**src/shared/clock_switch_pkg.sv**
```systemverilog
// Constants, types and helpers shared by the clock switch and fail-safe monitor
// Summary of operation
// - Dead system clock forces fast RC, raises NMI
// - Sleep halts the fail-safe monitor
// - Software may select any of five sources
// - Primary submode fixed by configuration only
// - Switching and monitor enabled only when fuse is 0
// - Disabled: current source follows reset fuse
// - Disabled: switch request ignored, reads zero
// - Equal sources: clear request, abort switch
// - Valid switch clears lock and fail flags
// - Start oscillator, wait startup timer or lock
// - Count ten new-clock cycles before switching
// - Completion clears request, copies new to current
// - Old oscillator off unless kept enabled
// - Processor keeps running during the switch
`default_nettype none
package clock_switch_pkg;

  // Unlock keys, in the order they must arrive
  localparam logic [31:0] UNLOCK_KEY_FIRST  = 32'hAA996655;
  localparam logic [31:0] UNLOCK_KEY_SECOND = 32'h556699AA;

  // Source codes held in the new and current source fields
  localparam logic [2:0] SRC_FAST_RC   = 3'h0;
  localparam logic [2:0] SRC_PLL       = 3'h1;
  localparam logic [2:0] SRC_PRIMARY   = 3'h2;
  localparam logic [2:0] SRC_SECONDARY = 3'h4;
  localparam logic [2:0] SRC_LOW_POWER = 3'h5;

  // Primary submode configuration codes
  localparam logic [1:0] SUBMODE_EXTERNAL = 2'h0;
  localparam logic [1:0] SUBMODE_CRYSTAL  = 2'h1;
  localparam logic [1:0] SUBMODE_HIGH_SPD = 2'h2;

  // Oscillator index within enable, ready and clock-sense vectors
  localparam int NUM_OSC   = 5;
  localparam int OSC_FRC   = 0;
  localparam int OSC_PRIMARY_OSCILLATOR  = 1;
  localparam int OSC_SECONDARY_OSCILLATOR  = 2;
  localparam int OSC_LOW_POWER_RC_OSCILLATOR  = 3;
  localparam int OSC_PLL   = 4;

  // Timing: core clock period, monitor timeout, startup and settle counts
  localparam int CLK_PERIOD_NS    = 100;
  localparam int FAIL_TIMEOUT_NS  = 100000;
  localparam int FAIL_CYCLES      = FAIL_TIMEOUT_NS / CLK_PERIOD_NS;
  localparam logic [10:0] OST_EDGES    = 11'h400;
  localparam logic [10:0] SETTLE_EDGES = 11'h00A;

  // Low half of the oscillator control register
  typedef struct packed {
    logic       rsv15;
    logic [2:0] current_source_status;   // Bits 14:12
    logic       rsv11;
    logic [2:0] new_source_select;       // Bits 10:8
    logic [3:0] rsv7_4;
    logic       clock_fail_flag;         // Bit 3
    logic [1:0] rsv2_1;
    logic       switch_request;          // Bit 0
  } osc_ctrl_t;

  // Static configuration word
  typedef struct packed {
    logic       switch_monitor_enable_fuse;  // 0 enables, 1 disables
    logic [2:0] reset_source_fuse;
    logic [1:0] primary_submode_select;
    logic       pll_from_primary;            // PLL reference: 1 primary, 0 fast RC
  } osc_config_t;

  // Oscillators a source needs running; PLL pulls in its reference
  function automatic logic [NUM_OSC-1:0] src_mask(input logic [2:0] src,
                                                  input logic       pll_prim);
    logic [NUM_OSC-1:0] m;
    m = '0;
    case (src)
      SRC_PLL: begin
        m[OSC_PLL] = 1'b1;
        if (pll_prim) m[OSC_PRIMARY_OSCILLATOR] = 1'b1;
        else          m[OSC_FRC]  = 1'b1;
      end
      SRC_PRIMARY:   m[OSC_PRIMARY_OSCILLATOR] = 1'b1;
      SRC_SECONDARY: m[OSC_SECONDARY_OSCILLATOR] = 1'b1;
      SRC_LOW_POWER: m[OSC_LOW_POWER_RC_OSCILLATOR] = 1'b1;
      default:       m[OSC_FRC]  = 1'b1;
    endcase
    return m;
  endfunction

  // Index of the oscillator whose output is the source's clock
  function automatic int src_index(input logic [2:0] src);
    case (src)
      SRC_PLL:       return OSC_PLL;
      SRC_PRIMARY:   return OSC_PRIMARY_OSCILLATOR;
      SRC_SECONDARY: return OSC_SECONDARY_OSCILLATOR;
      SRC_LOW_POWER: return OSC_LOW_POWER_RC_OSCILLATOR;
      default:       return OSC_FRC;
    endcase
  endfunction

endpackage
`default_nettype wire

```
**src/hdl/clock_switch_failsafe_monitor.sv**
```systemverilog
// Clock source switch sequencer with unlock keys and fail-safe clock monitor
`default_nettype none
module clock_switch_failsafe_monitor (
  // Clock and reset
  input  wire logic                                 core_clk,
  input  wire logic                                 srst,
  // Static configuration and power state
  input  wire clock_switch_pkg::osc_config_t        cfg,
  input  wire logic                                 sleep_mode,
  // Software register writes
  input  wire logic                                 key_wr,
  input  wire logic [31:0]                          key_wdata,
  input  wire logic                                 ctrl_wr,
  input  wire clock_switch_pkg::osc_ctrl_t          ctrl_wdata,
  // Oscillator side; ready and clock-sense asynchronous to core_clk
  input  wire logic [clock_switch_pkg::NUM_OSC-1:0] osc_ready,
  input  wire logic [clock_switch_pkg::NUM_OSC-1:0] osc_clk_sense,
  input  wire logic [clock_switch_pkg::NUM_OSC-1:0] osc_keep_on,
  output var  logic [clock_switch_pkg::NUM_OSC-1:0] osc_enable,
  // Status back to software and system
  output var  clock_switch_pkg::osc_ctrl_t          ctrl_rdata,
  output var  logic                                 pll_lock_status,
  output var  logic [2:0]                           system_clock_net_select,
  output var  logic                                 unlocked,
  output logic                                      switch_busy,
  output var  logic                                 fail_nmi
);

  localparam int NV = 2 * clock_switch_pkg::NUM_OSC;

  typedef enum logic [4:0] {
    ST_IDLE   = 5'h01,
    ST_CHECK  = 5'h02,
    ST_START  = 5'h04,
    ST_SETTLE = 5'h08,
    ST_SWITCH = 5'h10
  } sw_state_t;

  typedef enum logic [2:0] {
    KEY_LOCKED = 3'h1,
    KEY_FIRST  = 3'h2,
    KEY_OPEN   = 3'h4
  } key_state_t;

  // Synchroniser chains and filtered levels for ready and clock-sense pins
  logic [NV-1:0] sync1_r, sync2_r, sync3_r, filt_r, filt_nxt, prev_r;
  logic [clock_switch_pkg::NUM_OSC-1:0] rdy_s, clk_s, clk_edge;

  // A change is accepted only once stages two and three agree
  always_comb begin
    for (int i = 0; i < NV; i++) begin
      filt_nxt[i] = (sync2_r[i] == sync3_r[i]) ? sync3_r[i] : filt_r[i];
    end
  end

  always_ff @(posedge core_clk) begin
    if (srst) begin
      sync1_r <= '0;
      sync2_r <= '0;
      sync3_r <= '0;
      filt_r  <= '0;
      prev_r  <= '0;
    end else begin
      sync1_r <= {osc_ready, osc_clk_sense};
      sync2_r <= sync1_r;
      sync3_r <= sync2_r;
      filt_r  <= filt_nxt;
      prev_r  <= filt_r;
    end
  end

  assign clk_s    = filt_r[clock_switch_pkg::NUM_OSC-1:0];
  assign rdy_s    = filt_r[NV-1:clock_switch_pkg::NUM_OSC];
  assign clk_edge = clk_s & ~prev_r[clock_switch_pkg::NUM_OSC-1:0];

  // Unlock key sequencer
  key_state_t key_r, key_nxt;

  always_comb begin
    key_nxt = key_r;
    if (key_wr) begin
      unique case (key_r)
        KEY_LOCKED: key_nxt = (key_wdata == clock_switch_pkg::UNLOCK_KEY_FIRST)
                              ? KEY_FIRST : KEY_LOCKED;
        KEY_FIRST:  key_nxt = (key_wdata == clock_switch_pkg::UNLOCK_KEY_SECOND)
                              ? KEY_OPEN : KEY_LOCKED;
        KEY_OPEN:   key_nxt = KEY_LOCKED;                // Any further key relocks
        default:    key_nxt = KEY_LOCKED;
      endcase
    end
  end

  always_ff @(posedge core_clk) begin
    if (srst) key_r <= KEY_LOCKED;
    else      key_r <= key_nxt;
  end

  // Switch sequencer, control fields and fail-safe monitor
  sw_state_t  st_r, st_nxt;
  logic [2:0] cur_r, cur_nxt, new_r, new_nxt;
  logic       req_r, req_nxt, cf_r, cf_nxt, lock_r, lock_nxt, nmi_nxt;
  logic [10:0] cnt_r, cnt_nxt;
  logic [15:0] mon_r, mon_nxt;
  logic [clock_switch_pkg::NUM_OSC-1:0] en_r, en_nxt;
  logic       sw_enabled, fail, new_ready, crystal;
  int         new_idx, cur_idx;

  assign sw_enabled = ~cfg.switch_monitor_enable_fuse;
  assign new_idx    = clock_switch_pkg::src_index(new_r);
  assign cur_idx    = clock_switch_pkg::src_index(cur_r);
  assign crystal    = (cfg.primary_submode_select == clock_switch_pkg::SUBMODE_CRYSTAL) ||
                      (cfg.primary_submode_select == clock_switch_pkg::SUBMODE_HIGH_SPD);
  // Crystal sources wait out the startup timer instead of a ready pin
  assign new_ready  = (new_r == clock_switch_pkg::SRC_PRIMARY && crystal)
                      ? (cnt_r >= clock_switch_pkg::OST_EDGES) : rdy_s[new_idx];
  // Timeout on the running source's edges; frozen in sleep
  assign fail       = sw_enabled && !sleep_mode &&
                      (mon_r >= 16'(clock_switch_pkg::FAIL_CYCLES - 1));

  always_comb begin
    st_nxt   = st_r;
    cur_nxt  = cur_r;
    new_nxt  = new_r;
    req_nxt  = req_r;
    cf_nxt   = cf_r;
    lock_nxt = lock_r | rdy_s[clock_switch_pkg::OSC_PLL];
    cnt_nxt  = cnt_r;
    nmi_nxt  = 1'b0;
    // Monitor restarts on every edge of the running clock and while asleep
    if (sleep_mode || clk_edge[cur_idx] || fail) mon_nxt = '0;
    else                                         mon_nxt = mon_r + 16'h0001;
    // Software write lands only when unlocked; no retargeting mid-switch
    if (ctrl_wr && key_r == KEY_OPEN && st_r == ST_IDLE) begin
      new_nxt = ctrl_wdata.new_source_select;
      req_nxt = ctrl_wdata.switch_request & sw_enabled;
    end
    unique case (st_r)
      ST_IDLE:  if (req_r && sw_enabled) st_nxt = ST_CHECK;
      ST_CHECK: begin
        if (new_r == cur_r) begin
          req_nxt = 1'b0;
          st_nxt  = ST_IDLE;
        end else begin
          lock_nxt = 1'b0;
          cf_nxt   = 1'b0;
          cnt_nxt  = '0;
          st_nxt   = ST_START;
        end
      end
      ST_START: begin
        if (new_ready) begin
          cnt_nxt = '0;
          st_nxt  = ST_SETTLE;
        end else if (clk_edge[new_idx]) begin
          cnt_nxt = cnt_r + 11'h001;
        end
      end
      ST_SETTLE: begin
        if (cnt_r >= clock_switch_pkg::SETTLE_EDGES) st_nxt = ST_SWITCH;
        else if (clk_edge[new_idx]) cnt_nxt = cnt_r + 11'h001;
      end
      ST_SWITCH: begin
        cur_nxt = new_r;
        req_nxt = 1'b0;
        mon_nxt = '0;
        st_nxt  = ST_IDLE;
      end
    endcase
    // Clock failure overrides any switch in flight; set beats clear
    if (fail) begin
      cur_nxt = clock_switch_pkg::SRC_FAST_RC;
      cf_nxt  = 1'b1;
      nmi_nxt = 1'b1;
      req_nxt = 1'b0;
      st_nxt  = ST_IDLE;
    end
    // Disabled: current source tracks the reset fuse, request held low
    if (!sw_enabled) begin
      cur_nxt = cfg.reset_source_fuse;
      req_nxt = 1'b0;
      st_nxt  = ST_IDLE;
    end
    // Old oscillator drops once no longer current, pending or kept on
    en_nxt = clock_switch_pkg::src_mask(cur_nxt, cfg.pll_from_primary) | osc_keep_on;
    if (st_nxt != ST_IDLE) begin
      en_nxt = en_nxt | clock_switch_pkg::src_mask(new_r, cfg.pll_from_primary);
    end
  end

  always_ff @(posedge core_clk) begin
    if (srst) begin
      st_r     <= ST_IDLE;
      cur_r    <= clock_switch_pkg::SRC_FAST_RC;
      new_r    <= clock_switch_pkg::SRC_FAST_RC;
      req_r    <= 1'b0;
      cf_r     <= 1'b0;
      lock_r   <= 1'b0;
      cnt_r    <= '0;
      mon_r    <= '0;
      en_r     <= 5'h01;
      fail_nmi <= 1'b0;
    end else begin
      st_r     <= st_nxt;
      cur_r    <= cur_nxt;
      new_r    <= new_nxt;
      req_r    <= req_nxt;
      cf_r     <= cf_nxt;
      lock_r   <= lock_nxt;
      cnt_r    <= cnt_nxt;
      mon_r    <= mon_nxt;
      en_r     <= en_nxt;
      fail_nmi <= nmi_nxt;
    end
  end

  // Read-back and status; the core is never stalled while switching
  always_comb begin
    ctrl_rdata                       = '0;
    ctrl_rdata.current_source_status = cur_r;
    ctrl_rdata.new_source_select     = new_r;
    ctrl_rdata.clock_fail_flag       = cf_r;
    ctrl_rdata.switch_request        = req_r & sw_enabled;
  end

  assign pll_lock_status         = lock_r;
  assign system_clock_net_select = cur_r;
  assign osc_enable              = en_r;
  assign unlocked                = (key_r == KEY_OPEN);
  assign switch_busy             = (st_r != ST_IDLE);

endmodule
`default_nettype wire

```
**config.mk**
```make
export PLATFORM = sky130hd
export DESIGN_NAME = clock_switch_failsafe_monitor
export DESIGN_NICKNAME = d
export VERILOG_FILES = /design/src/shared/clock_switch_pkg.sv /design/src/hdl/clock_switch_failsafe_monitor.sv
export SDC_FILE = /design/constraint.sdc
export NUM_CORES = 1
export LEC_CHECK = 0
export BUFFER_PORTS_ARGS = -buffer_cell sky130_fd_sc_hd__buf_2
export CORE_AREA = 5 5 112 114
export CTS_CLUSTER_DIAMETER = 200
export CTS_CLUSTER_SIZE = 28
export DETAILED_ROUTE_END_ITERATION = 10
export DIE_AREA = 0 0 117 119
export PLACE_DENSITY = 0.61
export SLEW_MARGIN = 20
export SYNTH_ARGS = -nofsm -noshare
export SYNTH_HDL_FRONTEND = slang
export SYNTH_SLANG_ARGS = --single-unit
export TNS_END_PERCENT = 50
```
**constraint.sdc**
```tcl
create_clock -name core_clk -period 2.1 [get_ports core_clk]
set_input_delay 0.42 -clock core_clk [delete_from_list [all_inputs] [get_ports core_clk]]
set_output_delay 0.42 -clock core_clk [all_outputs]
set_load 0.005 [all_outputs]
```
## Word-level counts from Yosys, hierarchy flattened

Index checks and enable logic that the tools add are counted.

- Input bits: 75
- Register bits after elaboration: 95

- Bitwise operators: 8
- Add/sub/neg operators: 2
- Magnitude comparators: 5
- Equal/unequal tests: 40
- Reductions and logical operators: 18
- Multiplexer cells: 57

Operators with widths:

| operator | count |
|---|---|
| 32-bit by 5-bit < comparator with 1-bit output (second input constant) | 2 |
| 11-bit two-way mux | 4 |
| 11-bit one-hot mux with 3 select lines | 1 |
| 32-bit by 31-bit equality test with 1-bit output (second input constant) | 1 |
| 32-bit equality test (second input constant) | 1 |
| 5-bit two-way mux | 6 |
| 1-bit two-way mux | 28 |
| 5-bit one-hot mux with 5 select lines | 1 |
| 3-bit one-hot mux with 4 select lines | 2 |
| 3-bit equality test (second input constant) | 7 |
| 16-bit by 1-bit adder with 16-bit output (second input constant) | 1 |
| 16-bit by 10-bit greater-or-equal comparator with 1-bit output (second input constant) | 1 |
| 3-bit two-way mux | 5 |
| 3-bit by 1-bit equality test with 1-bit output (second input constant) | 4 |
| 3-bit by 2-bit equality test with 1-bit output (second input constant) | 4 |
| 3-bit OR reduction | 4 |
| 11-bit by 1-bit adder with 11-bit output (second input constant) | 1 |
| 11-bit greater-or-equal comparator (second input constant) | 1 |
| 11-bit by 4-bit greater-or-equal comparator with 1-bit output (second input constant) | 1 |
| 1-bit equality test | 10 |
| 5-bit by 1-bit inequality test with 1-bit output (second input constant) | 2 |
| 5-bit bitwise OR | 2 |
| 1-bit one-hot mux with 2 select lines | 5 |
| 1-bit binary-select mux with 3-bit select | 3 |
| 23 further kinds | 33 |

## Depth between registers and ports, before layout

Gate-level depths: netlist of the first run.

- Depth after elaboration: 14
- Depth in mapped cells: 9

## Worst setup path before layout of the first run

OpenSTA, ideal clock, no wires.

- Path kind: flip-flop to flip-flop
- From: reg mon_r[0]
- To: reg en_r, in the netlist osc_enable[1]
- Clock period less this slack: 1.993 ns
- Arrival: 1.857 ns
- Stages on the path, launching flop included: 8
- Buffers on the path: 0
- Path slack: 0.107 ns
- Cells stage by stage: dfxtp_1 > ha_1 > a211oi_1 > or3b_4 > a311oi_4 > nor4_2 > a221oi_2 > o32ai_1

- Cells in the longest elaborated chain, start to end: 9
- Elaborated cells between the ends (all ways): 13

Ends and longest elaborated chain:

| what | line | source |
|---|---|---|
| start, declared | clock_switch_failsafe_monitor.sv:103 | `logic [15:0] mon_r, mon_nxt;` |
| start signal, assigned | clock_switch_failsafe_monitor.sv:210 | `mon_r <= mon_nxt;` |
| 16-bit by 10-bit greater-or-equal comparator with 1-bit output (*) | clock_switch_failsafe_monitor.sv:118 | `(mon_r >= 16'(clock_switch_pkg::FAIL_CYCLES - 1));` |
| 1-bit logical AND (*) | clock_switch_failsafe_monitor.sv:117 | `assign fail = sw_enabled && !sleep_mode &&` |
| 3-bit two-way mux | clock_switch_failsafe_monitor.sv:170 | `if (fail) begin` |
| 3-bit two-way mux | clock_switch_failsafe_monitor.sv:178 | `if (!sw_enabled) begin` |
| 3-bit by 2-bit equality test with 1-bit output / 3-bit by 1-bit equality test with 1-bit output (equally long branches) | clock_switch_pkg.sv:76 | `case (src)` |
| 1-bit one-hot mux with 2 select lines | clock_switch_pkg.sv:76 |  |
| 5-bit bitwise OR | clock_switch_failsafe_monitor.sv:184 | `en_nxt = clock_switch_pkg::src_mask(cur_nxt, cfg.pll_from_primary) \| osc_keep_on;` |
| 5-bit bitwise OR | clock_switch_failsafe_monitor.sv:186 | `en_nxt = en_nxt \| clock_switch_pkg::src_mask(new_r, cfg.pll_from_primary);` |
| 5-bit two-way mux (*) | clock_switch_failsafe_monitor.sv:185 | `if (st_nxt != ST_IDLE) begin` |
| end signal, assigned | clock_switch_failsafe_monitor.sv:211 | `en_r <= en_nxt;` |
| end, declared | clock_switch_failsafe_monitor.sv:104 | `logic [clock_switch_pkg::NUM_OSC-1:0] en_r, en_nxt;` |

Every way passes the cells marked *; elsewhere a longest branch is shown, timed or not.
A chain may end at the register's enable or synchronous reset.

## Final worst setup path of the first run

- From: reg new_r[0]
- To: reg en_r, in the netlist osc_enable[2]

- Cells in the longest elaborated chain, start to end: 12
- Elaborated cells between the ends (all ways): 27

Ends and longest elaborated chain:

| what | line | source |
|---|---|---|
| start, declared | clock_switch_failsafe_monitor.sv:100 | `logic [2:0] cur_r, cur_nxt, new_r, new_nxt;` |
| start signal, assigned | clock_switch_failsafe_monitor.sv:194 | `new_r <= clock_switch_pkg::SRC_FAST_RC;` |
| start signal, assigned | clock_switch_failsafe_monitor.sv:205 | `new_r <= new_nxt;` |
| 3-bit equality test (tied with other cells) | clock_switch_pkg.sv:92 | `case (src)` |
| 3-bit one-hot mux with 4 select lines | clock_switch_pkg.sv:92 |  |
| 1-bit binary-select mux with 3-bit select | clock_switch_failsafe_monitor.sv:115 | `? (cnt_r >= clock_switch_pkg::OST_EDGES) : rdy_s[new_idx];` |
| 1-bit two-way mux (implied by the code) (2 in a row) | clock_switch_failsafe_monitor.sv:115 |  |
| 1-bit two-way mux | clock_switch_failsafe_monitor.sv:115 |  |
| 5-bit two-way mux | clock_switch_failsafe_monitor.sv:151 | `if (new_ready) begin` |
| 5-bit one-hot mux with 5 select lines | clock_switch_failsafe_monitor.sv:137 | `unique case (st_r)` |
| 5-bit two-way mux | clock_switch_failsafe_monitor.sv:170 |  |
| 5-bit two-way mux | clock_switch_failsafe_monitor.sv:178 |  |
| 5-bit by 1-bit inequality test with 1-bit output | clock_switch_failsafe_monitor.sv:185 |  |
| 5-bit two-way mux (*) | clock_switch_failsafe_monitor.sv:185 |  |

Every way passes the cells marked *; elsewhere a longest branch is shown, timed or not. The select of a mux whose other input is x is not followed.

==> results_dict.tcl, run 1 <==
set metrics [dict create \
    seq_area_frac_synth_pct 42.4 \
    wl_um 10000 \
    fin_worst_skew_ns 0.00481 \
    vias 3742 \
    max_freq_mhz 502 \
    root_buffer "clkbuf_16" \
    yosysTopAreaCellShare_pct 42.4 \
    p_sw_share_pct 22.4 \
    fin_crit_ns 1.99 \
    worst-path-max-fanout 7 \
    fin_setup_tns_ns 0 \
    power.internal_mw 2.88 \
    dr.pass1.iters 4 \
    cts_max_path_buffers 2 \
    fill_cells 1042 \
    hold_path_class "in -> reg" \
    slew_viol_final 0 \
    antenna_found_initial 1 \
    final_layout_size_suffix_gt1_share_pct 30.0 \
    p_sw_mw 0.833 \
    startpoint_type "register" \
    htree_levels 3 \
    diodes 0 \
    grt_max_degree 51 \
    routedWlPerCell_um 13.3 \
    cts_tree "built" \
    ys_ff_latch 95 \
    hold_ws_ns 0.282 \
    p_seq_share_pct 50.0 \
    viasPerCell 4.98 \
    placementRows 39 \
    yosysUniqueCellTypes 68 \
    grt_setup_unrepaired "true" \
    power_frac_clock_pct 43.2 \
    place.gp.congestion 0.846 \
    fin_nets 681 \
    ys.flop_type "dfxtp_1" \
    gr-usage-all-layers_pct 14.8 \
    io_pins 103 \
    dp_hpwl_um 7620 \
    syn_area_per_cell_um2 9.03 \
    grt_overflow_total 0 \
    power.leakage_nw 2.26 \
    path_class "reg -> reg" \
    path_clk_slew_ns 0.06 \
    grt_pass1_vias 3605 \
    ant_nets 0 \
    synth_area_um2 4490 \
    yosysWarnings 0 \
    detail_route.iter0.violations 228 \
    drc 0 \
    yosysTopAreaCell "dfxtp_1" \
    fp.dieW_um 117 \
    portBuffers 82 \
    power_density_nw_per_um2 665 \
    worstSkewPairLatency_ns 0.34 \
    initial_core_util_pct 39.6 \
    grt_pass1_wl_um 16700 \
    end_kind "register" \
    die-area_um2 13900 \
    setup_viol 0 \
    fin_crit_sh_pct 94.9 \
    ys_top_cells_by_area "dfxtp_1, nor2b_1, nor2_1" \
    hold_viol 0 \
    coreArea_um2 11300 \
    cp.arrival_ns 2.20 \
    cts_sinks 95 \
    area_delta_synth_final_pct 24.6 \
    synth_edf_count 0 \
    cts_buffers 9 \
    irDropWorstVdd_v 0.000483 \
    drv_cap 0 \
    p_total_mw 3.71 \
    holdBufCountCts 0 \
    die_h_um 119 \
    worstPathRequired_ns 2.31 \
    syn_inst 497 \
    synthArstFlopShare_pct 0 \
    outcome "complete, no violations" \
    pwr-share-comb_pct 6.8 \
]
## worst max-delay path: stages (launching register included)
cell and delay (ns):
dfxtp_2 0.37, or2_1 0.29, a32oi_2 0.19, a31oi_2 0.13
a211o_1 0.32, nor4_4 0.28, buf_4 0.18, o32ai_1 0.09
## flip-flops by register name, summed over array words and instances, names as in the netlist, 3 cells and up
name / flops
osc_enable: 5
new_r: 3
mon_r: 16
key_r: 3
sync1_r: 10
cnt_r: 11
st_r: 5
system_clock_net_select: 3
prev_r: 5
filt_r: 10
sync2_r: 10
sync3_r: 10
## cells in the final DEF, fill, tap and decap left out, types with 3 or more instances in the layout
cell type	n
nand3b_1	4
inv_1	13
dfxtp_2	8
buf_2	82
nor4bb_1	13
nor2b_1	47
nor2_1	54
nor4_4	4
mux2i_1	4
nor4b_1	3
xor2_1	12
nand2b_1	6
nand4_1	8
buf_4	39
o21ai_1	5
nand2_1	30
clkbuf_8	3
a21oi_1	22
dfxtp_1	87
and2_1	3
conb_1	8
or2_2	3
xnor2_1	17
o21ai_0	18
a211oi_1	6
nor3_1	10
nor3_2	6
nand3_1	12
and3_1	8
o211ai_1	3
o32ai_1	4
clkbuf_16	9
## power by group through the flow
stage,combinational (mW),sequential [mW],clock [mW]
floorplan,0.136,1.90,0
global placement,0.248,1.90,0
detailed placement,0.252,1.90,0
CTS,0.254,1.86,1.65
global route,0.282,1.86,1.74
finish,0.253,1.86,1.61
## synth_stat cells (all sizes together), types with 9 or more instances
library cell	n
nand2	30
nor3	16
nor2	57
xnor2	17
nand3	13
a21oi	23
xor2	12
dfxtp	95
nor4bb	13
nand4	9
o21ai	23
inv	13
nor2b	47
buf	25
## final cells by class
| cell class | count | area, um^2 | share of cell area [%] |
|---|---|---|---|
| timing repair buffer | 121 | 703 | 12.6 |
| clock inverter | 4 | 36.3 | 0.649 |
| clock buffer | 12 | 267 | 4.77 |
| tap | 143 | 179 | 3.20 |
| sequential | 95 | 1910 | 34.2 |
| multi-input combinational | 364 | 2440 | 43.7 |
| inverter | 13 | 48.8 | 0.873 |
## layer usage
metal  global-route usage (%)  up-vias  share of wire (%)
met5                        0        -                  0
met3                     3.55       16                4.5
met4                     4.80        0                1.6
met1                     19.3     1721                 46
met2                     23.8       70                 48
li1                         -     1935                  -
## stage by stage
step	setup slack [ns]	cells	utilization [%]	instance area, um^2
after CTS	0.0103	751	48.6	5500
after global routing	-0.0322	752	49.4	5590
after floorplan	0.107	504	-	4510
after detailed placement	-0.0437	734	45.8	5180
after global placement	-0.0184	734	45.8	5180
final	0.106	752	49.4	5590
## path summary, 6_finish.rpt
| check | from | endpoint | slack (ns) | cells past startpoint |
|---|---|---|---|---|
| worst max-delay path | new_r[0] | osc_enable[2] | 0.11 | 7 |
| worst max register to register | new_r[0] | osc_enable[2] | 0.11 | 7 |
| worst min register to register | sync1_r[2] | sync2_r[2] | 0.43 | 1 |
| worst min-delay path | osc_ready[0] | sync1_r[5] | 0.28 | 2 |
## logic make-up after synthesis
group,share of synthesized area [%]
buf+inv,5.44
other cells,0.0836
xor+xnor,5.66
simple gates,31.2
mux,0.893
fa+ha+maj,0.558
flops,42.4
compound gates,13.8
## timing repair
item | 4_1_cts | 5_1_grt
endpoints found under the setup margin | 5 | 18
gates resized for setup | 1 | 21
pin swaps | 1 | 6
buffers inserted | 1 | 1
Note: power is estimated with default switching activity, not from simulation.
==> inputs of run 2 (changes only) <==
--- a/config.mk
+++ b/config.mk
@@ -5,13 +5,13 @@
 export SDC_FILE = /design/constraint.sdc
 export NUM_CORES = 1
 export LEC_CHECK = 0
-export BUFFER_PORTS_ARGS = -buffer_cell sky130_fd_sc_hd__buf_2
-export CORE_AREA = 5 5 112 114
+export CORE_AREA = 5 5 101 103
 export CTS_CLUSTER_DIAMETER = 200
 export CTS_CLUSTER_SIZE = 28
 export DETAILED_ROUTE_END_ITERATION = 10
-export DIE_AREA = 0 0 117 119
-export PLACE_DENSITY = 0.61
+export DIE_AREA = 0 0 106 108
+export DONT_BUFFER_PORTS = 1
+export PLACE_DENSITY = 0.64
 export SLEW_MARGIN = 20
 export SYNTH_ARGS = -nofsm -noshare
 export SYNTH_HDL_FRONTEND = slang
==> constraint.sdc (replaced) <==
create_clock -name core_clk -period 2.1 [get_ports core_clk]
set_input_delay 0.21 -clock core_clk [delete_from_list [all_inputs] [get_ports core_clk]]
set_output_delay 0.21 -clock core_clk [all_outputs]
set_load 0.005 [all_outputs]
==> results_dict.tcl, run 2 (synthesized netlist as in run 1, its figures left out) <==
set metrics [dict create \
    cts_sinks 95 \
    cts_buffers 9 \
    end_kind "register" \
    htree_levels 3 \
    critical-path-slowest-cell "or4_4" \
    die_h_um 108 \
    placementRows 35 \
    dp_hpwl_um 7090 \
    grt_max_degree 59 \
    r2r_setup_slack_ns 0.08 \
    cts_max_path_buffers 2 \
    hold_viol 0 \
    vias 3607 \
    die-area_um2 11400 \
    critPathLaunch "st_r[1]" \
    hold_ws_ns 0.0129 \
    io_pins 103 \
    placed_area_um2 4700 \
    path_clk_slew_ns 0.10 \
    irDropWorstVdd_v 0.000574 \
    cp_cell_sequence "or4_4, a32oi_2, o21ai_2, nor4_4, buf_4, o311ai_1" \
    largest_reg_flops 16 \
    grt_overflow_total 0 \
    drc 0 \
    min_to "osc_enable[4]" \
    dr.pass1.iters 4 \
    worstSkewPairLatency_ns 0.37 \
    setup_viol 0 \
    r2r-start "st_r[1]" \
    seq_area_um2 1920 \
    worstPathRequired_ns 2.35 \
    diodes 0 \
    fin_crit_ns 2.02 \
    area_delta_synth_final_pct 17.2 \
    p_total_mw 3.45 \
    fin_crit_sh_pct 96.1 \
    worst-path-buf-inv 1 \
    r2r-end "osc_enable[0]" \
    hold_path_startpoint "osc_keep_on[4]" \
    fill_cells 818 \
    power.leakage_nw 1.95 \
    multi_input_area_um2 2440 \
    path_class "reg -> reg" \
    holdPathStages 2 \
    hold_path_class "in -> reg" \
    cts_tree "built" \
    final_layout_size_suffix_gt1_share_pct 19.3 \
    worst-path-max-fanout 10 \
    coreArea_um2 9110 \
    reg_top3 "mon_r x16, cnt_r x11" \
    max_freq_mhz 496 \
    fin_nets 617 \
    antenna_found_initial 0 \
    grt_pass1_wl_um 15900 \
    outcome "complete, no violations" \
    top_register "mon_r" \
    cp_top_family "simple AND/OR/NAND/NOR gates" \
    wl_um 9720 \
    root_buffer "clkbuf_8" \
    grt_pass1_vias 3407 \
    power_density_nw_per_um2 656 \
    fin_worst_skew_ns 0.00817 \
    place.gp.congestion 0.872 \
    portBuffers 0 \
    final_cell_mix "dfxtp_1, nor2_1, nor2b_1" \
    drv_cap 0 \
    design_area_um2 5260 \
    crit_path_max_incr_delay_ns 0.60 \
    ant_nets 0 \
    fp.dieW_um 106 \
    r2r_cells 6 \
    cp.arrival_ns 2.26 \
    initial_core_util_pct 49.2 \
    final_common_cell "dfxtp_1" \
    detail_route.iter0.violations 125 \
    slew_viol_final 0 \
    viasPerCell 5.50 \
    routedWlPerCell_um 14.8 \
    startpoint_type "register" \
    gr-usage-all-layers_pct 17.3 \
]
## run 2: area by class of cell
type / count / area share [%]
clock buffers: 9 / 2.36
well taps: 111 / 2.64
clock inverters: 7 / 2.07
flip-flops and latches: 95 / 36.4
multi-input cells: 365 / 46.5
repair buffers: 56 / 9.11
inverters: 13 / 0.928
## run 2: worst max path at each step
stage	to	cells past startpoint	slack, ns
floorplan	osc_enable[1]	7	0.11
global placement	osc_enable[0]	6	0.006
detailed placement	osc_enable[0]	5	-0.02
CTS	osc_enable[3]	7	0.006
global route	osc_enable[3]	7	-0.02
finish	osc_enable[0]	6	0.08
## run 2: worst register-to-register path, stage by stage (launching register included)
cell and delay (ns):
dfxtp_2 0.39, or4_4 0.60, a32oi_2 0.24, o21ai_2 0.11, nor4_4 0.26, buf_4 0.18, o311ai_1 0.11
## run 2: routing by layer
| layer | wire (um) | vias up | track usage [%] |
|---|---|---|---|
| li1 | - | 1815 | - |
| met1 | 4220 | 1684 | 20.5 |
| met2 | 4850 | 87 | 30.3 |
| met3 | 441 | 21 | 4.24 |
| met4 | 212 | 0 | 6.66 |
| met5 | 0 | - | 0 |
## run 2: per-stage QoR
step	instances	worst slack [ns]	utilization [%]	setup TNS (ns)
after floorplan	504	0.107	-	0
final	656	0.0823	57.7	0
after global routing	656	-0.0162	57.7	-0.0162
after global placement	615	0.00574	51.6	0
after detailed placement	615	-0.0244	51.6	-0.0550
after CTS	649	0.00636	56.3	0
## run 2: repair_timing
item / 4_1_cts / 5_1_grt
gates cloned: 0 / 1
endpoints found under the setup margin: 6 / 21
endpoints found under the hold margin: 59 / 0
pin swaps: 2 / 9
hold buffers: 18 / 0
setup buffers: 0 / 7
resized for setup: 4 / 22
## run 2: where the power goes
part	total [mW]	switching (mW)	internal [mW]
combinational	0.208	0.102	0.107
sequential	1.86	0.0177	1.84
clock	1.38	0.686	0.698
total	3.45	0.805	2.64
